File: src/design/remainder_out_cfg.svh
/*
 * Constants for the CRC-32 generator/verifier and its register block:
 * register offsets, reset values, polynomial and residue.
 * Assumes it is included by bare name from the package and the design.
 */
`ifndef REMAINDER_OUT_CFG_SVH
`define REMAINDER_OUT_CFG_SVH

// register byte offsets
`define CRC_OFF_GEN_PRELOAD 8'h00
`define CRC_OFF_GEN_DATA    8'h04
`define CRC_OFF_GEN_LAST    8'h08
`define CRC_OFF_GEN_REM     8'h0c
`define CRC_OFF_VER_PRELOAD 8'h10
`define CRC_OFF_VER_DATA    8'h14
`define CRC_OFF_VER_LAST    8'h18
`define CRC_OFF_VER_REM     8'h1c
`define CRC_OFF_STATUS      8'h20
`define CRC_OFF_MASK        8'h24

// status / mask bit positions
`define CRC_STS_FINAL_BIT    0
`define CRC_STS_MATCH_BIT    1
`define CRC_STS_MISMATCH_BIT 2

// arithmetic constants and reset values
`define CRC_POLY       32'h04c11db7
`define CRC_RESIDUE    32'hc704dd7b
`define CRC_REM_RST    32'h00000000
`define CRC_MASK_RST   3'h0
`define CRC_RESP_OKAY  2'h0
`define CRC_RESP_SLVERR 2'h2

`endif

File: src/design/remainder_out_pkg.sv
/*
 * Types and the shared word-fold function for the CRC-32 engine.
 * Assumes remainder_out_cfg.svh is on the include path.
 */
`include "remainder_out_cfg.svh"

package remainder_out_pkg;

    // one packet word with its qualifier and end-of-packet request
    typedef struct packed {
        logic [31:0] data;
        logic        valid;
        logic        last;
    } word_t;

    // sticky event bits
    typedef struct packed {
        logic mismatch;
        logic match;
        logic final_done;
    } events_t;

    // fold one 32-bit word into the remainder, msb first
    function automatic logic [31:0] fold(input logic [31:0] crc, input logic [31:0] data);
        logic [31:0] r;
        logic        fb;
        r = crc;
        for (int i = 31; i >= 0; i--)
        begin
            fb = r[31] ^ data[i];
            r  = {r[30:0], 1'b0} ^ (fb ? `CRC_POLY : 32'h00000000);
        end
        return r;
    endfunction

endpackage

File: src/design/remainder_out_aal5_gen_verify.sv
/*
 * CRC-32 generator and verifier for AAL-5 packets behind an AXI4-Lite
 * register slave, with sticky read-clear event status and a masked
 * interrupt. Assumes one clock (aclk) and a synchronous active-low reset.
 */
// Implementation choices: the register addresses and the AXI4-Lite register port.
`include "remainder_out_cfg.svh"
`timescale 1ns/1ns
`default_nettype none

module remainder_out_gen
(
    input  wire logic             aclk,
    input  wire logic             aresetn,
    input  wire remainder_out_pkg::word_t word_in,
    input  wire logic             preload,
    input  wire logic [31:0]      preload_value,
    output logic [31:0]           remainder_out
);
    logic [31:0] crc_q;
    logic [31:0] crc_d;
    logic [31:0] out_d;

    // running remainder; output inverted only on the finalise word
    always_comb
    begin
        crc_d = crc_q;
        out_d = crc_q;
        if (preload)
        begin
            crc_d = preload_value;
            out_d = preload_value;
        end
        else if (word_in.valid)
        begin
            crc_d = remainder_out_pkg::fold(crc_q, word_in.data);
            out_d = word_in.last ? ~crc_d : crc_d;
        end
    end

    always_ff @(posedge aclk)
    begin
        if (!aresetn)
        begin
            crc_q         <= `CRC_REM_RST;
            remainder_out <= `CRC_REM_RST;
        end
        else
        begin
            crc_q         <= crc_d;
            remainder_out <= out_d;
        end
    end
endmodule

module remainder_out_ver
(
    input  wire logic             aclk,
    input  wire logic             aresetn,
    input  wire remainder_out_pkg::word_t word_in,
    input  wire logic             preload,
    input  wire logic [31:0]      preload_value,
    output logic [31:0]           remainder,
    output logic                  residue_match
);
    logic [31:0] crc_d;
    logic        match_d;

    // the check word is folded before comparing, so it counts
    always_comb
    begin
        crc_d   = remainder;
        match_d = 1'b0;
        if (preload)
            crc_d = preload_value;
        else if (word_in.valid)
        begin
            crc_d   = remainder_out_pkg::fold(remainder, word_in.data);
            match_d = word_in.last && (crc_d == `CRC_RESIDUE);
        end
    end

    always_ff @(posedge aclk)
    begin
        if (!aresetn)
        begin
            remainder     <= `CRC_REM_RST;
            residue_match <= 1'b0;
        end
        else
        begin
            remainder     <= crc_d;
            residue_match <= match_d;
        end
    end
endmodule

module remainder_out_aal5_gen_verify
#(
    parameter int ADDR_W = 8
)
(
    input  wire logic              aclk,
    input  wire logic              aresetn,
    input  wire logic [ADDR_W-1:0] s_axi_awaddr,
    input  wire logic              s_axi_awvalid,
    output logic                   s_axi_awready,
    input  wire logic [31:0]       s_axi_wdata,
    input  wire logic [3:0]        s_axi_wstrb,
    input  wire logic              s_axi_wvalid,
    output logic                   s_axi_wready,
    output logic [1:0]             s_axi_bresp,
    output logic                   s_axi_bvalid,
    input  wire logic              s_axi_bready,
    input  wire logic [ADDR_W-1:0] s_axi_araddr,
    input  wire logic              s_axi_arvalid,
    output logic                   s_axi_arready,
    output logic [31:0]            s_axi_rdata,
    output logic [1:0]             s_axi_rresp,
    output logic                   s_axi_rvalid,
    input  wire logic              s_axi_rready,
    output logic                   irq
);
    // write channel state
    logic              aw_hold_q, aw_hold_d, w_hold_q, w_hold_d;
    logic [ADDR_W-1:0] awaddr_q, awaddr_d;
    logic [31:0]       wdata_q, wdata_d;
    logic [3:0]        wstrb_q, wstrb_d;
    logic              awready_d, wready_d, bvalid_d;
    logic [1:0]        bresp_d;
    // read channel state
    logic              arready_d, rvalid_d;
    logic [31:0]       rdata_d;
    logic [1:0]        rresp_d;
    // engine strobes, event status, mask
    remainder_out_pkg::word_t  gen_word_q, gen_word_d, ver_word_q, ver_word_d;
    logic              gen_pre_q, gen_pre_d, ver_pre_q, ver_pre_d;
    logic [31:0]       pre_val_q, pre_val_d;
    logic              chk_q, chk_d, fin_q, fin_d;
    remainder_out_pkg::events_t sts_q, sts_d, mask_q, mask_d, ev;
    logic              irq_d;
    logic [31:0]       gen_rem, ver_rem;
    logic              match;
    logic              do_write;
    logic [7:0]        wa, ra;

    function automatic logic mapped(input logic [7:0] a);
        return a == `CRC_OFF_GEN_PRELOAD || a == `CRC_OFF_GEN_DATA
            || a == `CRC_OFF_GEN_LAST || a == `CRC_OFF_GEN_REM
            || a == `CRC_OFF_VER_PRELOAD || a == `CRC_OFF_VER_DATA
            || a == `CRC_OFF_VER_LAST || a == `CRC_OFF_VER_REM
            || a == `CRC_OFF_STATUS || a == `CRC_OFF_MASK;
    endfunction

    function automatic logic [31:0] strobed(input logic [31:0] d, input logic [3:0] s);
        return d & {{8{s[3]}}, {8{s[2]}}, {8{s[1]}}, {8{s[0]}}};
    endfunction

    // separate engines, each with its own word and preload strobe, sharing aclk and the preload value
    remainder_out_gen u_gen
    (
        .aclk          (aclk),
        .aresetn       (aresetn),
        .word_in       (gen_word_q),
        .preload       (gen_pre_q),
        .preload_value (pre_val_q),
        .remainder_out (gen_rem)
    );

    remainder_out_ver u_ver
    (
        .aclk          (aclk),
        .aresetn       (aresetn),
        .word_in       (ver_word_q),
        .preload       (ver_pre_q),
        .preload_value (pre_val_q),
        .remainder     (ver_rem),
        .residue_match (match)
    );

    assign wa = 8'(awaddr_q);
    assign ra = 8'(s_axi_araddr);
    assign do_write = aw_hold_q && w_hold_q && !s_axi_bvalid;

    // write path: address and data taken in either order, then one response
    always_comb
    begin
        aw_hold_d  = aw_hold_q;
        w_hold_d   = w_hold_q;
        awaddr_d   = awaddr_q;
        wdata_d    = wdata_q;
        wstrb_d    = wstrb_q;
        bvalid_d   = s_axi_bvalid;
        bresp_d    = s_axi_bresp;
        gen_word_d = '0;
        ver_word_d = '0;
        gen_pre_d  = 1'b0;
        ver_pre_d  = 1'b0;
        pre_val_d  = pre_val_q;
        mask_d     = mask_q;
        if (s_axi_awvalid && s_axi_awready)
        begin
            aw_hold_d = 1'b1;
            awaddr_d  = s_axi_awaddr;
        end
        if (s_axi_wvalid && s_axi_wready)
        begin
            w_hold_d = 1'b1;
            wdata_d  = s_axi_wdata;
            wstrb_d  = s_axi_wstrb;
        end
        if (s_axi_bvalid && s_axi_bready)
            bvalid_d = 1'b0;
        if (do_write)
        begin
            aw_hold_d = 1'b0;
            w_hold_d  = 1'b0;
            bvalid_d  = 1'b1;
            bresp_d   = mapped(wa) ? `CRC_RESP_OKAY : `CRC_RESP_SLVERR;
            // one bus write is one word, so ordering after preload is kept
            case (wa)
                `CRC_OFF_GEN_PRELOAD:
                begin
                    gen_pre_d = 1'b1;
                    pre_val_d = strobed(wdata_q, wstrb_q);
                end
                `CRC_OFF_VER_PRELOAD:
                begin
                    ver_pre_d = 1'b1;
                    pre_val_d = strobed(wdata_q, wstrb_q);
                end
                `CRC_OFF_GEN_DATA: gen_word_d = '{strobed(wdata_q, wstrb_q), 1'b1, 1'b0};
                `CRC_OFF_GEN_LAST: gen_word_d = '{strobed(wdata_q, wstrb_q), 1'b1, 1'b1};
                `CRC_OFF_VER_DATA: ver_word_d = '{strobed(wdata_q, wstrb_q), 1'b1, 1'b0};
                `CRC_OFF_VER_LAST: ver_word_d = '{strobed(wdata_q, wstrb_q), 1'b1, 1'b1};
                `CRC_OFF_MASK:     mask_d = wstrb_q[0] ? wdata_q[2:0] : mask_q;
                default:           mask_d = mask_q;
            endcase
        end
        awready_d = !aw_hold_d;
        wready_d  = !w_hold_d;
    end

    always_ff @(posedge aclk)
    begin
        if (!aresetn)
        begin
            aw_hold_q     <= 1'b0;
            w_hold_q      <= 1'b0;
            awaddr_q      <= '0;
            wdata_q       <= 32'h00000000;
            wstrb_q       <= 4'h0;
            s_axi_awready <= 1'b1;
            s_axi_wready  <= 1'b1;
            s_axi_bvalid  <= 1'b0;
            s_axi_bresp   <= `CRC_RESP_OKAY;
            gen_word_q    <= '0;
            ver_word_q    <= '0;
            gen_pre_q     <= 1'b0;
            ver_pre_q     <= 1'b0;
            pre_val_q     <= 32'h00000000;
            mask_q        <= `CRC_MASK_RST;
        end
        else
        begin
            aw_hold_q     <= aw_hold_d;
            w_hold_q      <= w_hold_d;
            awaddr_q      <= awaddr_d;
            wdata_q       <= wdata_d;
            wstrb_q       <= wstrb_d;
            s_axi_awready <= awready_d;
            s_axi_wready  <= wready_d;
            s_axi_bvalid  <= bvalid_d;
            s_axi_bresp   <= bresp_d;
            gen_word_q    <= gen_word_d;
            ver_word_q    <= ver_word_d;
            gen_pre_q     <= gen_pre_d;
            ver_pre_q     <= ver_pre_d;
            pre_val_q     <= pre_val_d;
            mask_q        <= mask_d;
        end
    end

    // read path; a status read clears what it returned, new events win
    always_comb
    begin
        arready_d = s_axi_arready;
        rvalid_d  = s_axi_rvalid;
        rdata_d   = s_axi_rdata;
        rresp_d   = s_axi_rresp;
        ev.final_done = fin_q;
        ev.match      = chk_q && match;
        ev.mismatch   = chk_q && !match;
        sts_d = sts_q;
        if (s_axi_rvalid && s_axi_rready)
        begin
            rvalid_d  = 1'b0;
            arready_d = 1'b1;
        end
        if (s_axi_arvalid && s_axi_arready)
        begin
            arready_d = 1'b0;
            rvalid_d  = 1'b1;
            rresp_d   = mapped(ra) ? `CRC_RESP_OKAY : `CRC_RESP_SLVERR;
            case (ra)
                `CRC_OFF_GEN_REM: rdata_d = gen_rem;
                `CRC_OFF_VER_REM: rdata_d = ver_rem;
                `CRC_OFF_MASK:    rdata_d = {29'h0, mask_q};
                `CRC_OFF_STATUS:
                begin
                    rdata_d = {29'h0, sts_q};
                    sts_d   = '0;
                end
                default:          rdata_d = 32'h00000000;
            endcase
        end
        sts_d = sts_d | ev;
        fin_d = gen_word_q.valid && gen_word_q.last && !gen_pre_q;
        chk_d = ver_word_q.valid && ver_word_q.last && !ver_pre_q;
        irq_d = |(sts_d & mask_d);
    end

    always_ff @(posedge aclk)
    begin
        if (!aresetn)
        begin
            s_axi_arready <= 1'b1;
            s_axi_rvalid  <= 1'b0;
            s_axi_rdata   <= 32'h00000000;
            s_axi_rresp   <= `CRC_RESP_OKAY;
            sts_q         <= '0;
            fin_q         <= 1'b0;
            chk_q         <= 1'b0;
            irq           <= 1'b0;
        end
        else
        begin
            s_axi_arready <= arready_d;
            s_axi_rvalid  <= rvalid_d;
            s_axi_rdata   <= rdata_d;
            s_axi_rresp   <= rresp_d;
            sts_q         <= sts_d;
            fin_q         <= fin_d;
            chk_q         <= chk_d;
            irq           <= irq_d;
        end
    end
endmodule

`default_nettype wire

File: config.mk
export PLATFORM = sky130hd
export DESIGN_NAME = remainder_out_aal5_gen_verify
export DESIGN_NICKNAME = d
export VERILOG_FILES = /design/src/design/remainder_out_pkg.sv /design/src/design/remainder_out_aal5_gen_verify.sv
export VERILOG_INCLUDE_DIRS = /design/src /design/src/design
export SDC_FILE = /design/constraint.sdc
export NUM_CORES = 1
export LEC_CHECK = 0
export BUFFER_PORTS_ARGS = -buffer_cell sky130_fd_sc_hd__buf_2
export CAP_MARGIN = 20
export CORE_MARGIN = 8
export CORE_UTILIZATION = 45
export DETAILED_ROUTE_END_ITERATION = 8
export PLACE_DENSITY = 0.63
export RECOVER_POWER = 50
export SYNTH_ARGS = -nofsm -noshare
export SYNTH_HDL_FRONTEND = slang
export SYNTH_SLANG_ARGS = --single-unit
File: constraint.sdc
create_clock -name aclk -period 5.25 [get_ports aclk]
set_input_delay 0.2625 -clock aclk [delete_from_list [all_inputs] [get_ports aclk]]
set_output_delay 0.2625 -clock aclk [all_outputs]
set_load 0.005 [all_outputs]
==> metrics, run 1 <==
outcome=finished with violations; failing checks=capacitance limit, slew limit; PwrDens=302 nW/µm²; Yosys reg bits=293; layout cells sized above 1=10.2%; Max Freq=204 MHz; Rows=71; Psw=0.00172 W; synth warn=0; CTS tree=done; Worst Path Required=5.65 ns; critical path capture point type=flip-flop; synthesized area per cell=9.33 µm²; Synth async-reset ratio=0%; unrepaired setup endpoints after global routing=false; total grt overflow=0; Iter 0 DRT Violations=1052; sw frac=29.0%; Starting Density=45.8%; fill count=3542; leading cell types in the layout, fill and taps excluded=xnor2_1, dfxtp_1, nor2_1; final wirelength=55900 µm; CP Launch Type=flip-flop; Skew-Pair Late Insertion Delay=0.56 ns; max_slew headroom=-105%; IO buf count=98; setup TNS=0 ns; part of the cycle the worst path needs=93.6%; Seq pwr share=38.6%; final setup fails=0; P_int=0.00421 W; Reg clk slew, reported paths=0.06 ns; clock sinks=293; routed vias=13300; ANT cells=0; critical path peak fanout=5; Root Driver=clkbuf_16; static leakage=7.66 nW; total CTS buffers=30; Total GRT Usage=24.5%; Hold/Removal Path Class=primary input to flip-flop; fin util=52.1%; Mapped Area=17200 µm²; DIE AREA=44800 µm²; skew final=0.0192 ns; Peak VDD IR=269 µV; Ports=101; Yosys cell types=61; post-DP HPWL=42700 µm; Worst EP arrival=5.31 ns; Mapped Cells=1848; post-placement worst setup slack=0.400 ns; first-pass GRT wire length=83600 µm; core area=37700 µm²; EDFF count, synth=0; hold path depth=3; RePlAce Congestion=0.960; post-route ant nets=0; Main synth FF type=dfxtp_1; Final Hold Viols=0; R2R depth=11; Die X-Extent=212 µm; Comb pwr share=25.3%; WHS=0.0386 ns; Layout area overhead=13.9%; largest net degree at the start of global routing=82; dpl cell area=18200 µm²; Final #Nets=2008; routed len/inst=22.5 µm; Remaining DRCs=0; commonest non-fill, non-tap cell in the layout=xnor2_1; design area=19600 µm²; drt first pass iters=5; die height=212 µm; part of the power in the clock network=36.1%; Max Cap Viol=3; Seq/Total Area, Yosys=34.0%; max-slew violations=201; worst setup margin=0.336 ns; clk buf depth=3; vias in the first global route=13100; Slew @ Worst Pin=3.06 ns; H-Tree Depth=1; fin crit period=4.91 ns; Setup CP Type=flip-flop to flip-flop; Via density=5.37; initial antenna violation count=0
==> critical path, stage by stage, from the launching register on <==
cell and delay [ns]:
dfxtp_1 0.46, xor2_2 0.39, xnor3_2 0.62, xor3_1 0.61
xnor3_1 0.49, xnor2_1 0.43, xnor2_2 0.24, xnor2_1 0.61
xnor2_1 0.19, xnor2_1 0.43, xnor2_1 0.17, o22ai_1 0.10
==> state kept, by name, indices dropped and copies added (netlist names), 3 cells and up <==
name / cells
awaddr_q: 8
gen_word_q: 34
mask_q: 3
pre_val_q: 32
s_axi_rdata: 32
sts_q: 3
u_gen.crc_q: 32
u_gen.remainder_out: 32
u_ver.remainder: 32
ver_word_q: 34
wdata_q: 32
wstrb_q: 4
==> synth_stat cells, drive strengths merged (2+ instances only) <==
master	instances	area, µm²
a211o	3	26.3
o22ai	7	43.8
nor4	5	37.5
xnor3	79	1790
o21ai	55	275
a21o	4	30.0
nand3	26	130
nand4	2	12.5
a211oi	36	275
and3	9	56.3
nor2b	6	37.5
nor3	36	180
mux2i	50	500
buf	17	80.1
inv	11	41.3
a21oi	180	901
o221ai	3	26.3
nand3b	4	30.0
clkbuf	92	345
o21a	6	45.0
and2	4	25.0
nand2	151	567
dfxtp	293	5870
or2	2	12.5
nor2	268	1010
mux2	3	33.8
or3	2	12.5
xnor2	365	3480
a31o	7	61.3
xor3	13	310
nand2b	6	37.5
xor2	86	817
==> cells by family (layout without fill, tap and decap cells) <==
| family | count (synthesis) | after routing | share of synthesized area, % |
|---|---|---|---|
| DFF | 293 | 293 | 34.0 |
| muxes | 53 | 53 | 3.10 |
| other | 1 | 2 | 0.0218 |
| AOI/OAI and AO/OA | 311 | 311 | 10.3 |
| adders and majority gates | 1 | 1 | 0.0726 |
| xor gates and xnor gates | 543 | 543 | 37.1 |
| and+or+nand+nor | 526 | 526 | 12.7 |
| buffers and inverters | 120 | 241 | 2.71 |
==> layout make-up <==
cell class	count	area (µm²)	area share, %
multi-input cells	1436	10900	55.6
flip-flops and latches	293	5870	29.9
repair buffers	176	1190	6.06
clock buffers	49	903	4.60
well taps	511	639	3.26
clock inverters	5	78.8	0.401
inverters	11	42.5	0.217
==> per-stage QoR <==
| stage | power (W) | std cells |
|---|---|---|
| floorplan | 0.00345 | 1849 |
| global placement | 0.00377 | 2377 |
| detailed placement | 0.00377 | 2377 |
| CTS | 0.00591 | 2477 |
| global route | 0.00613 | 2481 |
| finish | 0.00592 | 2481 |
==> routing by layer <==
metal  track usage, %  vias to the layer above  share of wire, %
met4             7.74                        0               3.4
met3             2.78                       85               5.1
li1                 -                     6330                 -
met2             40.8                      419                47
met1             33.0                     6481                44
met5                0                        -                 0
==> power by group through the flow <==
stage	Sequential, W	Clock, W	Combinational [W]
floorplan	0.00232	0	0.00113
global placement	0.00233	0	0.00143
detailed placement	0.00234	0	0.00144
CTS	0.00229	0.00216	0.00147
global route	0.00229	0.00225	0.00159
finish	0.00229	0.00214	0.00150
==> what timing repair did <==
item / 4_1_cts / 5_1_grt
endpoints found under the hold margin: 47 / 0
gates resized for setup: 0 / 0
buffers inserted: 0 / 0
hold buffers: 46 / 0
==> path summary, 6_finish.rpt <==
kind	start	endpoint	slack, ns
worst max-delay path	u_gen.crc_q[27]$_SDFFE_PN0P_	u_gen.remainder_out[14]$_SDFF_PN0_	0.34
worst min-delay path	s_axi_awvalid	awaddr_q[3]$_SDFFE_PN0P_	0.04
worst max register to register	u_gen.crc_q[27]$_SDFFE_PN0P_	u_gen.remainder_out[14]$_SDFF_PN0_	0.34
worst min register to register	s_axi_rresp[1]$_SDFFE_PN0P_	s_axi_rresp[1]$_SDFFE_PN0P_	0.46
No activity file was read; power rests on OpenSTA's default activity.
==> run 2, diff against run 1 <==
--- a/config.mk
+++ b/config.mk
@@ -11,7 +11,7 @@
 export CORE_MARGIN = 8
 export CORE_UTILIZATION = 45
 export DETAILED_ROUTE_END_ITERATION = 8
-export PLACE_DENSITY = 0.63
+export PLACE_DENSITY = 0.65
 export RECOVER_POWER = 50
 export SYNTH_ARGS = -nofsm -noshare
 export SYNTH_HDL_FRONTEND = slang
==> constraint.sdc (replaced) <==
create_clock -name aclk -period 4.2 [get_ports aclk]
set_input_delay 0.21 -clock aclk [delete_from_list [all_inputs] [get_ports aclk]]
set_output_delay 0.21 -clock aclk [all_outputs]
set_load 0.005 [all_outputs]
==> metrics, run 2 (same netlist as run 1, synthesis figures left out) <==
Psw=0.00231 W (+35%); crit-path most repeated cell=xnor3_1; outcome=finished with violations; Hold/Removal Path Class=primary input to flip-flop; core area=37700 µm² (unchanged); Die X-Extent=212 µm (unchanged); initial antenna violation count=2 (+2); Comb pwr share=28.0% (+2.7 points); total CTS buffers=31 (+3.3%); Slew @ Worst Pin=2.60 ns (-0.466 ns); layout cells sized above 1=17.7% (+7.5 points); final setup fails=0 (unchanged); routed vias=13900 (+4.3%); commonest non-fill, non-tap cell in the layout=xnor2_1; leading cell types in the layout, fill and taps excluded=xnor2_1, dfxtp_1, nor2_1; Max Freq=244 MHz (+20%); fill count=3404 (-3.9%); Final #Nets=2151 (+7.1%); total grt overflow=0 (unchanged); post-placement worst setup slack=-0.0405 ns (-0.440 ns); Worst EP arrival=4.57 ns (-0.74 ns); Setup CP Type=flip-flop to flip-flop; Peak VDD IR=374 µV (+39%); max-slew violations=159 (-21%); Seq pwr share=36.5% (-2.1 points); IO buf count=98 (unchanged); slowest cell delay on critical path=0.60 ns (-0.02 ns); largest net degree at the start of global routing=73 (-11%); Rows=71 (unchanged); vias in the first global route=13700 (+5.0%); routed len/inst=21.7 µm (-3.8%); P_int=0.00552 W (+31%); Iter 0 DRT Violations=1046 (-0.57%); skew final=0.0182 ns (-0.000959 ns); Via density=5.29 (-1.4%); crit-path cells=xnor2_4 > xnor3_1 > xnor2_4 > xnor2_2 > xnor3_1 > xor3_2 > xnor2_2 > xnor3_1 > mux2i_1 > a21oi_1 > a21oi_1; Ports=101 (unchanged); DIE AREA=44800 µm² (unchanged); Layout area overhead=21.9%; RePlAce Congestion=1.01 (+5.2%); die height=212 µm (unchanged); CP Launch Type=flip-flop; failing checks=capacitance limit, slew limit; ANT cells=0 (unchanged); critical path peak fanout=5 (unchanged); clk buf depth=3 (unchanged); clock sinks=293 (unchanged); max_slew headroom=-74.1% (+31 points); Crit-path slowest cell=xnor3_1; PwrDens=373 nW/µm² (+24%); Remaining DRCs=0 (unchanged); first-pass GRT wire length=84900 µm (+1.5%); part of the power in the clock network=35.5% (-0.6 points); Final Hold Viols=0 (unchanged); Reg clk slew, reported paths=0.06 ns (about the same); CTS tree=done; drt first pass iters=6 (+1); post-DP HPWL=43600 µm (+2.2%); fin crit period=4.11 ns (-0.808 ns); part of the cycle the worst path needs=97.7% (+4.2 points); Max Cap Viol=3 (unchanged); post-route ant nets=0 (unchanged); final wirelength=56900 µm (+1.9%); H-Tree Depth=1 (unchanged); static leakage=8.39 nW (+9.5%); sw frac=29.5% (+0.51 points); Starting Density=45.8% (unchanged); Root Driver=clkbuf_16; Regs by FF count=gen_word_q: 34 flops, ver_word_q: 34 flops; Skew-Pair Late Insertion Delay=0.59 ns (+0.03 ns); Total GRT Usage=24.9% (+0.41 points); worst setup margin=0.0949 ns (-0.242 ns); Worst Path Required=4.66 ns (-0.99 ns); critical path capture point type=flip-flop; fin util=55.8% (+3.6 points)
-- run 2: cell types whose count changed in the layout (fill, tap and decap cells not counted), sizes merged --
cell / before / now
buf: 88 / 219
clkbuf: 91 / 89
clkinv: 3 / 5
clkinvlp: 1 / 2
dlygate4sd3: 46 / 55
inv: 10 / 14
-- run 2: worst paths after layout --
kind	startpoint	end	slack (ns)	cells past startpoint
worst max-delay path	u_gen.crc_q[26]$_SDFFE_PN0P_	u_gen.remainder_out[27]$_SDFF_PN0_	0.09	11
worst min register to register	wdata_q[7]$_SDFFE_PN0P_	wdata_q[7]$_SDFFE_PN0P_	0.45	2
worst min-delay path	s_axi_araddr[5]	s_axi_rresp[1]$_SDFFE_PN0P_	0.07	4
worst max register to register	u_gen.crc_q[26]$_SDFFE_PN0P_	u_gen.remainder_out[27]$_SDFF_PN0_	0.09	11
-- run 2: layout make-up --
| cell class | count | area, µm² | share of cell area (%) |
|---|---|---|---|
| Clock buffer | 45 | 888 | 4.23 |
| Clock inverter | 12 | 139 | 0.661 |
| Inverter | 11 | 42.5 | 0.202 |
| Multi-Input combinational cell | 1436 | 11100 | 53.0 |
| Sequential cell | 293 | 5870 | 28.0 |
| Tap cell | 511 | 639 | 3.04 |
| Timing Repair Buffer | 318 | 2280 | 10.9 |
-- run 2: layer usage --
metal,part of all wire (%),global-route usage (%),wire length [µm],vias to the layer above
li1,-,-,-,6629
met4,4.5,10.7,2560,4
met2,45,39.3,25600,497
met1,43,32.6,24400,6642
met5,0.040,0,23,-
met3,7.7,5.63,4370,118
-- run 2: power groups by stage --
| stage | clock network [W] | registers, W | logic [W] |
|---|---|---|---|
| floorplan | 0 | 0.00290 | 0.00141 |
| global placement | 0 | 0.00292 | 0.00208 |
| detailed placement | 0 | 0.00292 | 0.00208 |
| CTS | 0.00281 | 0.00286 | 0.00215 |
| global route | 0.00293 | 0.00286 | 0.00233 |
| finish | 0.00278 | 0.00286 | 0.00220 |
-- run 2: what timing repair did --
item / 4_1_cts / 5_1_grt
resized for setup: 5 / 38
cloned: 0 / 0
pin swaps: 1 / 4
endpoints found under the hold margin: 51 / 0
setup buffers: 1 / 2
endpoints found under the setup margin: 3 / 38
hold buffers: 55 / 0
-- run 2: worst max-delay path: cells and delay by family (launching register included) --
| kind | cells | cell delay [ns] |
|---|---|---|
| XOR/XNOR | 8 | 3.06 |
| AO/OA/AOI/OAI | 2 | 0.39 |
| flip-flops | 1 | 0.37 |
| multiplexers | 1 | 0.14 |
-- run 2: through the flow --
| step | TNS, ns | power, W | hold slack [ns] | cell area [µm²] | cells |
|---|---|---|---|---|---|
| after global routing | -0.0231 | 0.00812 | 0.0965 | 21000 | 2626 |
| final | 0 | 0.00784 | 0.0686 | 21000 | 2626 |
| after floorplan | 0 | 0.00431 | 0.346 | 17200 | 1849 |
| after detailed placement | -0.0405 | 0.00500 | 0.448 | 19200 | 2509 |
| after global placement | -0.200 | 0.00499 | 0.445 | 19200 | 2508 |
| after CTS | 0 | 0.00782 | 0.0588 | 20800 | 2622 |
==> run 3, diff against run 2 <==
--- a/config.mk
+++ b/config.mk
@@ -8,10 +8,12 @@
 export LEC_CHECK = 0
 export BUFFER_PORTS_ARGS = -buffer_cell sky130_fd_sc_hd__buf_2
 export CAP_MARGIN = 20
+export CORE_ASPECT_RATIO = 0.6
 export CORE_MARGIN = 8
 export CORE_UTILIZATION = 45
 export DETAILED_ROUTE_END_ITERATION = 8
-export PLACE_DENSITY = 0.65
+export HOLD_SLACK_MARGIN = 0.15
+export PLACE_DENSITY = 0.63
 export RECOVER_POWER = 50
 export SYNTH_ARGS = -nofsm -noshare
 export SYNTH_HDL_FRONTEND = slang
==> constraint.sdc (replaced) <==
create_clock -name aclk -period 4.7 [get_ports aclk]
set_input_delay 0.235 -clock aclk [delete_from_list [all_inputs] [get_ports aclk]]
set_output_delay 0.235 -clock aclk [all_outputs]
set_load 0.005 [all_outputs]
==> metrics, run 3 (same netlist as run 1, synthesis figures left out) <==
clock sinks=293 (unchanged); post-DP HPWL=45400 µm (+4.0%); total grt overflow=0 (unchanged); IO buf count=98 (unchanged); drt first pass iters=8 (+2); ANT cells=0 (unchanged); # Post-CTS Setup Buffers=0 (-1); total CTS buffers=28 (-9.7%); R2R depth=10 (-1); static leakage=7.96 nW (-5.1%); routed vias=13900 (-0.20%); Hold/Removal Path Class=primary input to flip-flop; crit-path most repeated cell=xnor2_1; Comb pwr share=26.8% (-1.2 points); Layout area overhead=16.6%; R2R setup slack=0.29 ns (+0.20 ns); Regs by FF count=gen_word_q: 34 flops, ver_word_q: 34 flops; CP Launch Point=u_ver.remainder[23]$_SDFFE_PN0P_; largest net degree at the start of global routing=92 (+26%); min-delay src=s_axi_wvalid; slowest cell delay on critical path=0.52 ns (-0.08 ns); outcome=finished with violations; Die X-Extent=269 µm (+27%); Remaining DRCs=0 (unchanged); H-Tree Depth=1 (unchanged); post-placement worst setup slack=0.291 ns (+0.331 ns); Max Freq=227 MHz (-6.9%); final setup fails=0 (unchanged); Ports=101 (unchanged); critical path peak fanout=5 (unchanged); first-pass GRT wire length=84700 µm (-0.19%); P_int=0.00472 W (-15%); Slew @ Worst Pin=3.05 ns (+0.453 ns); die height=168 µm (-21%); worst setup margin=0.291 ns (+0.196 ns); dpl cell area=18600 µm² (-3.3%); commonest non-fill, non-tap cell in the layout=xnor2_1; CP endpoint=u_ver.residue_match$_SDFF_PP0_; routed len/inst=23.0 µm (+6.0%); Root Driver=clkbuf_16; FF-to-FF Start=u_ver.remainder[23]$_SDFFE_PN0P_; hold path depth=4 (unchanged); Max Cap Viol=4 (+1); max-slew violations=269 (+69%); DIE AREA=45000 µm² (+0.46%); Via density=5.46 (+3.3%); core area=37700 µm² (+0.12%); Total GRT Usage=25.1% (+0.14 points); Skew-Pair Late Insertion Delay=0.56 ns (-0.03 ns); Worst EP arrival=4.89 ns (+0.32 ns); reg2reg end=u_ver.residue_match$_SDFF_PP0_; part of the power in the clock network=35.1% (-0.4 points); critical path capture point type=flip-flop; Peak VDD IR=251 µV (-33%); fin util=53.3% (-2.5 points); Starting Density=45.7% (-0.055 points); Final #Nets=2065 (-4.0%); leading cell types in the layout, fill and taps excluded=xnor2_1, dfxtp_1, nor2_1; CP Launch Type=flip-flop; RePlAce Congestion=1.01 (+0.48%); vias in the first global route=13000 (-5.7%); Seq pwr share=38.1% (+1.6 points); post-route ant nets=0 (unchanged); max_slew headroom=-103% (-29 points); skew final=0.0104 ns (-0.00780 ns); sw frac=29.7% (+0.18 points); layout cells sized above 1=13.2% (-4.5 points); fill count=3473 (+2.0%); Final Hold Viols=0 (unchanged); setup TNS=0 ns (unchanged); CTS tree=done; initial antenna violation count=1 (-1); PwrDens=334 nW/µm² (-11%); failing checks=capacitance limit, slew limit; Rows=55 (-23%); fin crit period=4.41 ns (+0.304 ns); Iter 0 DRT Violations=1608 (+54%); Crit-path slowest cell=xor3_1; part of the cycle the worst path needs=93.8% (-3.9 points); crit-path cells=xnor2_1 > xnor2_2 > xor3_1 > xnor2_1 > xnor3_1 > xor2_1 > xnor2_1 > xnor3_1 > or4b_1 > nor4_2; Worst Path Required=5.18 ns (+0.52 ns); Psw=0.00199 W (-14%); Setup CP Type=flip-flop to flip-flop; unrepaired setup endpoints after global routing=false; final wirelength=58300 µm (+2.5%); Reg clk slew, reported paths=0.07 ns (about the same); clk buf depth=3 (unchanged); design area=20100 µm² (-4.3%)
-- run 3: how the worst min path moves through the flow --
stage | end | slack (ns)
5_1_grt | wstrb_q[0]$_SDFFE_PN0P_ | 0.21
2_1_floorplan | wdata_q[10]$_SDFFE_PN0P_ | 0.37
6_report | wdata_q[26]$_SDFFE_PN0P_ | 0.19
3_3_place_gp | sts_q[0]$_SDFF_PN0_ | 0.43
4_1_cts | sts_q[2]$_SDFF_PN0_ | 0.20
3_5_place_dp | s_axi_rresp[1]$_SDFFE_PN0P_ | 0.44
-- run 3: cell type report --
class | instances | area, µm² | area share (%)
Multi-Input combinational cell | 1436 | 10900 | 54.3
Inverter | 11 | 42.5 | 0.212
Clock inverter | 9 | 134 | 0.666
Clock buffer | 41 | 811 | 4.03
Tap cell | 513 | 642 | 3.19
Timing Repair Buffer | 235 | 1690 | 8.38
Sequential cell | 293 | 5870 | 29.2
-- run 3: worst max-delay path, delay by kind of cell, from the launching register on --
kind / cells / cell delay [ns]
xor+xnor: 8 / 3.22
flops: 1 / 0.33
simple gates: 2 / 0.75
-- run 3: layer usage --
metal	wire (µm)	vias up	track usage (%)
met2	21800	659	32.5
met1	27300	6688	37.7
li1	-	6437	-
met5	111	-	1.69
met4	845	4	3.45
met3	8230	74	11.4
-- run 3: per-stage QoR --
step | hold WS (ns) | instances | power (W)
2_1_floorplan | 0.371 | 1849 | 0.00385
3_3_place_gp | 0.434 | 2428 | 0.00432
3_5_place_dp | 0.444 | 2429 | 0.00432
4_1_cts | 0.198 | 2534 | 0.00668
5_1_grt | 0.212 | 2538 | 0.00693
6_report | 0.187 | 2538 | 0.00671
-- run 3: repair_timing --
| action | 4_1_cts | 5_1_grt |
|---|---|---|
| hold endpoints to repair | 48 | 2 |
| gates resized for setup | 0 | 1 |
| endpoints found under the setup margin | 0 | 1 |
| hold buffers | 55 | 1 |
-- run 3: power by group through the flow --
stage,Sequential [W],Combinational (W),Clock [W]
after floorplan,0.00259,0.00126,0
after global placement,0.00261,0.00171,0
after detailed placement,0.00261,0.00171,0
after CTS,0.00256,0.00176,0.00237
after global routing,0.00256,0.00190,0.00247
final,0.00256,0.00180,0.00236
